===== src/logic/pdc_pkg.sv =====
// Shared constants for the device capability and control register bank.
package pdc_pkg;

   // ------------------------------------------------------------------
   // Bus geometry and register byte offsets.
   // ------------------------------------------------------------------
   localparam int unsigned ADDR_W = 8;
   localparam logic [7:0] OFS_DEV_CAP = 8'hC4;
   localparam logic [7:0] OFS_DEV_CTL = 8'hC8;

   // ------------------------------------------------------------------
   // Capability field positions.
   // ------------------------------------------------------------------
   localparam int unsigned CAP_MPS_LSB = 0;
   localparam int unsigned CAP_RBER_BIT = 15;
   localparam int unsigned CAP_SPLV_LSB = 18;
   localparam int unsigned CAP_SPLS_LSB = 26;

   // ------------------------------------------------------------------
   // Control field positions.
   // ------------------------------------------------------------------
   localparam int unsigned CTL_ERR_LSB = 0;
   localparam int unsigned CTL_MPS_LSB = 5;
   localparam int unsigned CTL_AUX_BIT = 10;

   // ------------------------------------------------------------------
   // Reset values.
   // ------------------------------------------------------------------
   localparam logic [2:0] MPS_RST_SMALL = 3'h1;
   localparam logic [2:0] MPS_RST_LARGE = 3'h2;
   localparam logic RBER_RST = 1'b1;
   localparam logic [7:0] SPLV_RST = 8'h00;
   localparam logic [1:0] SPLS_RST = 2'h0;
   localparam logic [3:0] ERR_EN_RST = 4'h0;
   localparam logic [2:0] CTL_MPS_RST = 3'h0;
   localparam logic AUX_RST = 1'b0;

   // ------------------------------------------------------------------
   // Timing and bus answer codes.
   // ------------------------------------------------------------------
   localparam logic [1:0] STRAP_SETTLE = 2'h2;
   localparam logic [1:0] RESP_OKAY = 2'h0;
   localparam logic [1:0] RESP_SLVERR = 2'h2;

endpackage


===== src/logic/pdc_capfield.sv =====
// Payload capability and error-role fields with strap and override loading.
`timescale 1ns/1ps
module pdc_capfield
   import pdc_pkg::*;
(
   input wire logic clk,
   input wire logic rst_b,
   input wire logic en,
   input wire logic strap_large,
   input wire logic ovr_load,
   input wire logic [2:0] ovr_mps,
   input wire logic ovr_rber,
   output logic [2:0] mps,
   output logic rber
);
   // Counts edges after reset release until the synchronised strap is valid.
   logic [1:0] settle_cnt_ff;
   // Supported payload code and role-based reporting bit.
   logic [2:0] mps_ff;
   logic rber_ff;

   // The settle counter saturates one past the load point, so it loads once.
   always_ff @(posedge clk or negedge rst_b) begin
      if (!rst_b) begin
         settle_cnt_ff <= 2'h0;
      end else if (en && settle_cnt_ff != 2'h3) begin
         settle_cnt_ff <= settle_cnt_ff + 2'h1;
      end
   end

   // The strap is caught after release because an async reset takes constants only.
   always_ff @(posedge clk or negedge rst_b) begin
      if (!rst_b) begin
         mps_ff <= MPS_RST_SMALL;
      end else if (en) begin
         if (ovr_load) begin
            mps_ff <= ovr_mps;
         end else if (settle_cnt_ff == STRAP_SETTLE) begin
            mps_ff <= strap_large ? MPS_RST_LARGE : MPS_RST_SMALL;
         end
      end
   end

   always_ff @(posedge clk or negedge rst_b) begin
      if (!rst_b) begin
         rber_ff <= RBER_RST;
      end else if (en && ovr_load) begin
         rber_ff <= ovr_rber;
      end
   end

   assign mps = mps_ff;
   assign rber = rber_ff;
endmodule


===== src/logic/pdc_regs.sv =====
// Device capability and device control registers behind an AXI4-Lite slave.
`timescale 1ns/1ps

module pdc_regs
   import pdc_pkg::*;
(
   input wire logic SYS_CLK,
   input wire logic RST_B,
   input wire logic PWR_ON_RST_B,
   input wire logic CLK_EN,
   input wire logic LARGE_PAYLOAD_STRAP,
   input wire logic UPSTREAM_PORT,
   input wire logic OVR_LOAD,
   input wire logic [2:0] OVR_MPS,
   input wire logic OVR_RBER,
   input wire logic SPL_MSG_VALID,
   input wire logic [7:0] SPL_MSG_VALUE,
   input wire logic [1:0] SPL_MSG_SCALE,
   input wire logic [ADDR_W-1:0] S_AXI_AWADDR,
   input wire logic [2:0] S_AXI_AWPROT,
   input wire logic S_AXI_AWVALID,
   output logic S_AXI_AWREADY,
   input wire logic [31:0] S_AXI_WDATA,
   input wire logic [3:0] S_AXI_WSTRB,
   input wire logic S_AXI_WVALID,
   output logic S_AXI_WREADY,
   output logic [1:0] S_AXI_BRESP,
   output logic S_AXI_BVALID,
   input wire logic S_AXI_BREADY,
   input wire logic [ADDR_W-1:0] S_AXI_ARADDR,
   input wire logic [2:0] S_AXI_ARPROT,
   input wire logic S_AXI_ARVALID,
   output logic S_AXI_ARREADY,
   output logic [31:0] S_AXI_RDATA,
   output logic [1:0] S_AXI_RRESP,
   output logic S_AXI_RVALID,
   input wire logic S_AXI_RREADY,
   output logic COR_ERR_REPORT_EN,
   output logic NONFATAL_ERR_REPORT_EN,
   output logic FATAL_ERR_REPORT_EN,
   output logic UR_REPORT_EN,
   output logic [2:0] MAX_PAYLOAD,
   output logic [2:0] MAX_PAYLOAD_CAP,
   output logic AUX_PWR_EN,
   output logic [7:0] SLOT_PWR_VALUE,
   output logic [1:0] SLOT_PWR_SCALE
);

   // ------------------------------------------------------------------
   // Decode helpers
   // ------------------------------------------------------------------

   // True when the byte address names one of the two words of this bank.
   function automatic logic addr_hit(input logic [ADDR_W-1:0] addr);
      return (addr == OFS_DEV_CAP) || (addr == OFS_DEV_CTL);
   endfunction

   // A request above what the port supports is pulled down to the support.
   function automatic logic [2:0] clamp_mps(input logic [2:0] req, input logic [2:0] cap);
      return (req > cap) ? cap : req;
   endfunction

   // ------------------------------------------------------------------
   // Internal state
   // ------------------------------------------------------------------

   // Synchronised pin levels: bit 0 is the payload strap, bit 1 upstream.
   logic [1:0] pin_sync;
   // Capability fields kept by the strap and override unit.
   logic [2:0] cap_mps;
   logic cap_rber;

   // Write address and data holding, kept apart so either may arrive first.
   logic aw_held_ff;
   logic w_held_ff;
   logic [ADDR_W-1:0] wr_addr_ff;
   logic [31:0] wr_data_ff;
   logic [3:0] wr_strb_ff;
   logic awready_ff;
   logic wready_ff;
   logic bvalid_ff;
   logic [1:0] bresp_ff;

   // Read channel state.
   logic arready_ff;
   logic rvalid_ff;
   logic [31:0] rdata_ff;
   logic [1:0] rresp_ff;

   // Control register fields that hold storage.
   logic [3:0] err_en_ff;
   logic [2:0] ctl_mps_ff;
   logic aux_en_ff;

   // Captured slot power limit from the upstream message.
   logic [7:0] splv_ff;
   logic [1:0] spls_ff;

   // One cycle in which both halves of a write are present and no answer waits.
   logic wr_fire;
   // The handshakes that close a write or a read answer.
   logic b_done;
   logic r_done;
   // A control-word write in the firing cycle, per byte lane.
   logic ctl_wr_lo;
   logic ctl_wr_hi;

   assign wr_fire = aw_held_ff && w_held_ff && !bvalid_ff;
   assign b_done = bvalid_ff && S_AXI_BREADY;
   assign r_done = rvalid_ff && S_AXI_RREADY;
   assign ctl_wr_lo = wr_fire && (wr_addr_ff == OFS_DEV_CTL) && wr_strb_ff[0];
   assign ctl_wr_hi = wr_fire && (wr_addr_ff == OFS_DEV_CTL) && wr_strb_ff[1];

   // ------------------------------------------------------------------
   // Pin synchronisation and capability fields
   // ------------------------------------------------------------------

   // Both straps come from pins, so they pass two flip-flops first.
   pdc_sync #(
      .WIDTH(2)
   ) u_pin_sync (
      .clk(SYS_CLK),
      .rst_b(RST_B),
      .en(CLK_EN),
      .d({UPSTREAM_PORT, LARGE_PAYLOAD_STRAP}),
      .q(pin_sync)
   );

   // The override strobe comes from on-chip management logic on this clock.
   pdc_capfield u_capfield (
      .clk(SYS_CLK),
      .rst_b(RST_B),
      .en(CLK_EN),
      .strap_large(pin_sync[0]),
      .ovr_load(OVR_LOAD),
      .ovr_mps(OVR_MPS),
      .ovr_rber(OVR_RBER),
      .mps(cap_mps),
      .rber(cap_rber)
   );

   // ------------------------------------------------------------------
   // Write address channel
   // ------------------------------------------------------------------

   // Ready drops on the handshake and reopens only once the answer is taken,
   // which keeps at most one write in the bank at a time.
   always_ff @(posedge SYS_CLK or negedge RST_B) begin
      if (!RST_B) begin
         awready_ff <= 1'b1;
         aw_held_ff <= 1'b0;
         wr_addr_ff <= '0;
      end else if (CLK_EN) begin
         if (S_AXI_AWVALID && awready_ff) begin
            awready_ff <= 1'b0;
            aw_held_ff <= 1'b1;
            wr_addr_ff <= S_AXI_AWADDR;
         end else if (wr_fire) begin
            aw_held_ff <= 1'b0;
         end else if (b_done) begin
            awready_ff <= 1'b1;
         end
      end
   end

   // ------------------------------------------------------------------
   // Write data channel
   // ------------------------------------------------------------------

   // Same pattern as the address side, so the data may come first.
   always_ff @(posedge SYS_CLK or negedge RST_B) begin
      if (!RST_B) begin
         wready_ff <= 1'b1;
         w_held_ff <= 1'b0;
         wr_data_ff <= 32'h0000_0000;
         wr_strb_ff <= 4'h0;
      end else if (CLK_EN) begin
         if (S_AXI_WVALID && wready_ff) begin
            wready_ff <= 1'b0;
            w_held_ff <= 1'b1;
            wr_data_ff <= S_AXI_WDATA;
            wr_strb_ff <= S_AXI_WSTRB;
         end else if (wr_fire) begin
            w_held_ff <= 1'b0;
         end else if (b_done) begin
            wready_ff <= 1'b1;
         end
      end
   end

   // ------------------------------------------------------------------
   // Write response channel
   // ------------------------------------------------------------------

   // A write to the read-only capability word is accepted and ignored;
   // only an address outside the bank earns an error answer.
   always_ff @(posedge SYS_CLK or negedge RST_B) begin
      if (!RST_B) begin
         bvalid_ff <= 1'b0;
         bresp_ff <= RESP_OKAY;
      end else if (CLK_EN) begin
         if (wr_fire) begin
            bvalid_ff <= 1'b1;
            bresp_ff <= addr_hit(wr_addr_ff) ? RESP_OKAY : RESP_SLVERR;
         end else if (b_done) begin
            bvalid_ff <= 1'b0;
         end
      end
   end

   // ------------------------------------------------------------------
   // Device control storage
   // ------------------------------------------------------------------

   // The four reporting enables sit in the low byte lane.
   always_ff @(posedge SYS_CLK or negedge RST_B) begin
      if (!RST_B) begin
         err_en_ff <= ERR_EN_RST;
      end else if (CLK_EN) begin
         if (ctl_wr_lo) begin
            err_en_ff <= wr_data_ff[CTL_ERR_LSB +: 4];
         end
      end
   end

   // The payload size shares the low lane; it is checked against the
   // capability at write time only, so a later lower override leaves it.
   always_ff @(posedge SYS_CLK or negedge RST_B) begin
      if (!RST_B) begin
         ctl_mps_ff <= CTL_MPS_RST;
      end else if (CLK_EN) begin
         if (ctl_wr_lo) begin
            ctl_mps_ff <= clamp_mps(wr_data_ff[CTL_MPS_LSB +: 3], cap_mps);
         end
      end
   end

   // The sticky enable survives port resets and only power-on clears it.
   always_ff @(posedge SYS_CLK or negedge PWR_ON_RST_B) begin
      if (!PWR_ON_RST_B) begin
         aux_en_ff <= AUX_RST;
      end else if (CLK_EN) begin
         if (ctl_wr_hi) begin
            aux_en_ff <= wr_data_ff[CTL_AUX_BIT];
         end
      end
   end

   // ------------------------------------------------------------------
   // Captured slot power limit
   // ------------------------------------------------------------------

   // Only the upstream port takes the message; downstream ports hold the last captured value, zero from reset.
   always_ff @(posedge SYS_CLK or negedge RST_B) begin
      if (!RST_B) begin
         splv_ff <= SPLV_RST;
         spls_ff <= SPLS_RST;
      end else if (CLK_EN) begin
         if (SPL_MSG_VALID && pin_sync[1]) begin
            splv_ff <= SPL_MSG_VALUE;
            spls_ff <= SPL_MSG_SCALE;
         end
      end
   end

   // ------------------------------------------------------------------
   // Read data assembly
   // ------------------------------------------------------------------

   // Builds the word for a read address; every bit not named is zero.
   function automatic logic [31:0] read_word(input logic [ADDR_W-1:0] addr);
      logic [31:0] w;
      w = 32'h0000_0000;
      if (addr == OFS_DEV_CAP) begin
         w[CAP_MPS_LSB +: 3] = cap_mps;
         w[CAP_RBER_BIT] = cap_rber;
         w[CAP_SPLV_LSB +: 8] = splv_ff;
         w[CAP_SPLS_LSB +: 2] = spls_ff;
      end else if (addr == OFS_DEV_CTL) begin
         // tag and phantom enables read zero.
         w[CTL_ERR_LSB +: 4] = err_en_ff;
         w[CTL_MPS_LSB +: 3] = ctl_mps_ff;
         w[CTL_AUX_BIT] = aux_en_ff;
      end
      return w;
   endfunction

   // ------------------------------------------------------------------
   // Read channel
   // ------------------------------------------------------------------

   // Data is sampled at the address handshake and then held steady until
   // the master takes it, so a register change mid-answer cannot tear it.
   always_ff @(posedge SYS_CLK or negedge RST_B) begin
      if (!RST_B) begin
         arready_ff <= 1'b1;
         rvalid_ff <= 1'b0;
         rdata_ff <= 32'h0000_0000;
         rresp_ff <= RESP_OKAY;
      end else if (CLK_EN) begin
         if (S_AXI_ARVALID && arready_ff) begin
            arready_ff <= 1'b0;
            rvalid_ff <= 1'b1;
            rdata_ff <= read_word(S_AXI_ARADDR);
            rresp_ff <= addr_hit(S_AXI_ARADDR) ? RESP_OKAY : RESP_SLVERR;
         end else if (r_done) begin
            rvalid_ff <= 1'b0;
            arready_ff <= 1'b1;
         end
      end
   end

   // ------------------------------------------------------------------
   // Outputs
   // ------------------------------------------------------------------

   // Every output is a flip-flop of this block or of its field unit.
   assign S_AXI_AWREADY = awready_ff;
   assign S_AXI_WREADY = wready_ff;
   assign S_AXI_BVALID = bvalid_ff;
   assign S_AXI_BRESP = bresp_ff;
   assign S_AXI_ARREADY = arready_ff;
   assign S_AXI_RVALID = rvalid_ff;
   assign S_AXI_RDATA = rdata_ff;
   assign S_AXI_RRESP = rresp_ff;
   assign COR_ERR_REPORT_EN = err_en_ff[0];
   assign NONFATAL_ERR_REPORT_EN = err_en_ff[1];
   assign FATAL_ERR_REPORT_EN = err_en_ff[2];
   assign UR_REPORT_EN = err_en_ff[3];
   assign MAX_PAYLOAD = ctl_mps_ff;
   assign MAX_PAYLOAD_CAP = cap_mps;
   assign AUX_PWR_EN = aux_en_ff;
   assign SLOT_PWR_VALUE = splv_ff;
   assign SLOT_PWR_SCALE = spls_ff;

endmodule


===== src/logic/pdc_sync.sv =====
// Two-stage synchroniser for pin-level inputs.
`timescale 1ns/1ps
module pdc_sync #(
   parameter int unsigned WIDTH = 2
) (
   input wire logic clk,
   input wire logic rst_b,
   input wire logic en,
   input wire logic [WIDTH-1:0] d,
   output logic [WIDTH-1:0] q
);
   // First stage feeds only the second stage.
   logic [WIDTH-1:0] meta_ff;
   // Second stage is the only value the block logic reads.
   logic [WIDTH-1:0] sync_ff;

   // Both stages share the clock enable so they freeze together.
   always_ff @(posedge clk or negedge rst_b) begin
      if (!rst_b) begin
         meta_ff <= '0;
         sync_ff <= '0;
      end else if (en) begin
         meta_ff <= d;
         sync_ff <= meta_ff;
      end
   end

   assign q = sync_ff;
endmodule


===== config.mk =====
export PLATFORM = sky130hd
export DESIGN_NAME = pdc_regs
export DESIGN_NICKNAME = d
export VERILOG_FILES = /design/src/logic/pdc_pkg.sv /design/src/logic/pdc_capfield.sv /design/src/logic/pdc_regs.sv /design/src/logic/pdc_sync.sv
export SDC_FILE = /design/constraint.sdc
export NUM_CORES = 1
export LEC_CHECK = 0
export BUFFER_PORTS_ARGS = -buffer_cell sky130_fd_sc_hd__buf_2
export CORE_MARGIN = 4
export CORE_UTILIZATION = 51
export CTS_CLUSTER_SIZE = 28
export DETAILED_ROUTE_END_ITERATION = 10
export HOLD_SLACK_MARGIN = 0.1
export PLACE_DENSITY = 0.88
export SYNTH_ARGS = -nofsm -noshare
export SYNTH_HDL_FRONTEND = slang
export SYNTH_SLANG_ARGS = --single-unit

===== constraint.sdc =====
create_clock -name SYS_CLK -period 2.79 [get_ports SYS_CLK]
set_input_delay 0.1395 -clock SYS_CLK [delete_from_list [all_inputs] [get_ports SYS_CLK]]
set_output_delay 0.1395 -clock SYS_CLK [all_outputs]
set_load 0.02 [all_outputs]

==> results by group <==
STA
  • Setup TNS: 0 ps
  • Fin Hold WS: 190.6 ps
  • PnR worst setup slack: 823.6 ps
  • Unrepaired setup endpoints after global routing: false
  • Worst Skew: 8.687 ps
  • Period minus WS final: 1966 ps
  • Rel. slew slack: ~41%
  • Slew @ Worst Pin: between 800 and 900 ps
  • Final worst-path cycle share: 70.48%
  • Final hold vios: 0
  • Achievable Freq: slightly above 500 MHz
  • Final Setup Violations: 0
  • Max-slew violation count: 0

Floorplan
  • FP Rows: 28
  • Core Area: 6061 um^2
  • Die height: 88.02 um
  • IO Pins: roughly 150
  • Die area: 7748 um^2
  • Initial core utilization: 53.88%
  • Die width: 88.02 um

Cells and area
  • Layout cell share with drive strength beyond 1: 39.95%
  • Fin nets: approximately 500
  • Antenna cell count: 0
  • Final core utilization: 73.80%
  • # fillers: 427
  • Area Overhead vs Synth: 36.97%
  • Register Area: approximately 1900 um^2
  • Most frequent cells in the layout: buf_2 (98), dfrtp_1 (69), dlygate4sd3_1 (44)
  • Leading cell type in the layout, fill and taps excluded: buf_2
  • Multi-input gate area: about 1300 um^2

Clock tree
  • CTS buffer count: 9
  • Post-CTS Hold Fix Bufs: 44
  • Max clock buf depth: 2
  • Skew-Pair Late Insertion Delay: 340 ps
  • Clock sink total: 74
  • Setup bufs post-CTS: 0
  • Clk root buf: clkbuf_8
  • CTS tree: built
  • Post-cts resize count: 0
  • H-Tree Depth: 3
  • CTS clk-pin slew, worst paths: around 80 ps

Routing
  • Vias per cell: 5.355
  • DRC violations left: 0
  • Final ANT Viol Nets: 0
  • First drt pass iteration count: 4
  • Routed WL per cell: 16.12 um
  • Via count: 2,613
  • Initial DRC Count: 63
  • Routed WL: 7.866 mm

Flow run
  • Max Cap Viol: 0

Power
  • PD cells: 719.1 nW/um^2
  • Sequential share of power: 42.6%
  • Sw Share: 30.39%
  • Clock power share: between 30% and 40%
  • VDD IR max: 533.6 uV
  • Internal Power: 2.239 mW
  • Total Power: 3.217 mW
  • Pleak: 2.307 nW
  • Share of power burned in combinational logic: approximately a quarter
  • Net switching power figure: 977.5 uW

Logic synthesis
  • Post-Syn Area per Cell: 12.51 um^2
  • Seq/Total Area, Yosys: 56.90%
  • Synth cell types: 41
  • Synthesis-stage register bit count: 74
  • Fraction of registers with async set/reset: 100.0%
  • Post-synth EDFFs: 0
  • Most common flop cell mapped by yosys: dfrtp_1
  • Post-synth design cell area: 3266 um^2
  • Number of warnings issued by yosys: 0
  • Synth Instances: 261

Critical path
  • Req. time, crit path: 3070 ps
  • CP Launch Point: S_AXI_ARREADY
  • R2R Path Start: S_AXI_ARREADY
  • R2R cell count: 5
  • WP data arrival: 2250 ps
  • Worst setup SP type: flip-flop
  • Critical path class: flip-flop to flip-flop
  • R2R setup slack: 820 ps
  • Crit path to: S_AXI_RDATA[2]
  • Critical path capture point type: flip-flop
  • Crit Path Max Fanout: 23
  • Capturing point of the worst reg2reg path: S_AXI_RDATA[2]

GRT
  • Gr usage total: 21.65%
  • Remaining global-route overflow: 0
  • Largest net degree at the start of global routing: 74
  • Vias in the first global route: 2,730
  • First-pass GRT wire length: between 10 and 15 mm
  • Initial antenna violation count: 0

Placed design
  • Placed wire-length estimate: 5.179 mm
  • Place WS: 861.8 ps
  • Routability cong.: 0.7328
  • Port Buffers: 99

Worst hold path
  • Worst min-delay path class: input port to flip-flop

Outcome
  • Outcome: finished, final reports clean
registers in the layout, indices dropped and copies added (netlist names), 2 cells and up:
| register | count |
|---|---|
| wr_addr_ff | 8 |
| u_capfield.mps | 3 |
| err_en_ff | 4 |
| MAX_PAYLOAD | 3 |
| u_pin_sync.q | 2 |
| SLOT_PWR_VALUE | 8 |
| S_AXI_RDATA | 19 |
| u_pin_sync.meta_ff | 2 |
| SLOT_PWR_SCALE | 2 |
| wr_data_ff | 8 |
| u_capfield.settle_cnt_ff | 2 |
| wr_strb_ff | 2 |
cells in the mapped netlist, drive strengths merged (4+ instances only):
| library cell | instances | share of area, % |
|---|---|---|
| dfrtp | 69 | 53 |
| mux2 | 38 | 14 |
| nand2 | 26 | 3.2 |
| buf | 18 | 3.8 |
| a22o | 16 | 4.3 |
| inv | 10 | 1.1 |
| nand3 | 7 | 1.1 |
| o21ai | 6 | 0.92 |
| clkbuf | 5 | 0.57 |
| dfstp | 5 | 4.0 |
| ha | 5 | 1.9 |
| nor2 | 5 | 0.57 |
| nor3 | 5 | 0.77 |
| nand2b | 4 | 0.77 |
power by group through the flow:
stage	clock, mW	combinational (mW)	sequential, mW
final	1.03	0.822	1.37
after global routing	1.09	0.913	1.39
after CTS	1.04	0.813	1.36
after detailed placement	0	0.759	1.39
after global placement	0	0.721	1.37
after floorplan	0	0.489	1.43
worst max-delay path, stage by stage (launching register included):
cell,delay [ps]
dfstp_2,560
nand3_1,90
buf_4,240
nand4b_1,280
nor2_1,490
a221o_1,240
cell families (layout without fill, tap and decap cells):
| family | after synthesis | after routing | share of synthesized area (%) |
|---|---|---|---|
| buffers and inverters | 33 | 171 | 5.556 |
| AOI/OAI and AO/OA | 41 | 41 | 9.579 |
| muxes | 41 | 41 | 14.48 |
| xor gates and xnor gates | 2 | 2 | 0.5365 |
| adders and majority gates | 5 | 5 | 1.916 |
| and+or+nand+nor | 64 | 64 | 10.92 |
| other | 1 | 15 | 0.1148 |
| DFF | 74 | 74 | 56.90 |
worst min-delay path by stage:
stage                     slack (ps)  cells after the start              to             from
after floorplan                 -160                      0      AUX_PWR_EN     PWR_ON_RST_B
after global placement           -90                      1      AUX_PWR_EN     PWR_ON_RST_B
after detailed placement         -80                      1      AUX_PWR_EN     PWR_ON_RST_B
after CTS                        170                      5  S_AXI_RRESP[1]  S_AXI_ARADDR[4]
after global routing             200                      5  S_AXI_RRESP[1]  S_AXI_ARADDR[5]
final                            190                      5  S_AXI_RRESP[1]  S_AXI_ARADDR[5]
layout make-up:
cell class | count | area share [%]
Clock buffer | 10 | 3.077
Clock inverter | 6 | 2.545
Inverter | 10 | 0.8392
Multi-Input combinational cell | 168 | 28.59
Sequential cell | 74 | 41.54
Tap cell | 75 | 2.098
Timing Repair Buffer | 145 | 21.31
through the flow:
| stage | area (um^2) | std cells |
|---|---|---|
| 4_1_cts | 4473 | 488 |
| 6_report | 4473 | 488 |
| 2_1_floorplan | 3318 | 275 |
| 5_1_grt | 4473 | 488 |
| 3_5_place_dp | 3781 | 428 |
| 3_3_place_gp | 3781 | 428 |
routing by layer:
| layer | track usage [%] | up-vias | wire length (um) |
|---|---|---|---|
| met2 | 36.58 | 123 | 3994 |
| met1 | 26.95 | 1264 | 3128 |
| met3 | 3.669 | 22 | 541 |
| li1 | - | 1204 | - |
| met4 | 10.71 | 0 | 201 |
| met5 | 0 | - | 0 |
No activity file was read; power rests on OpenSTA's default activity.
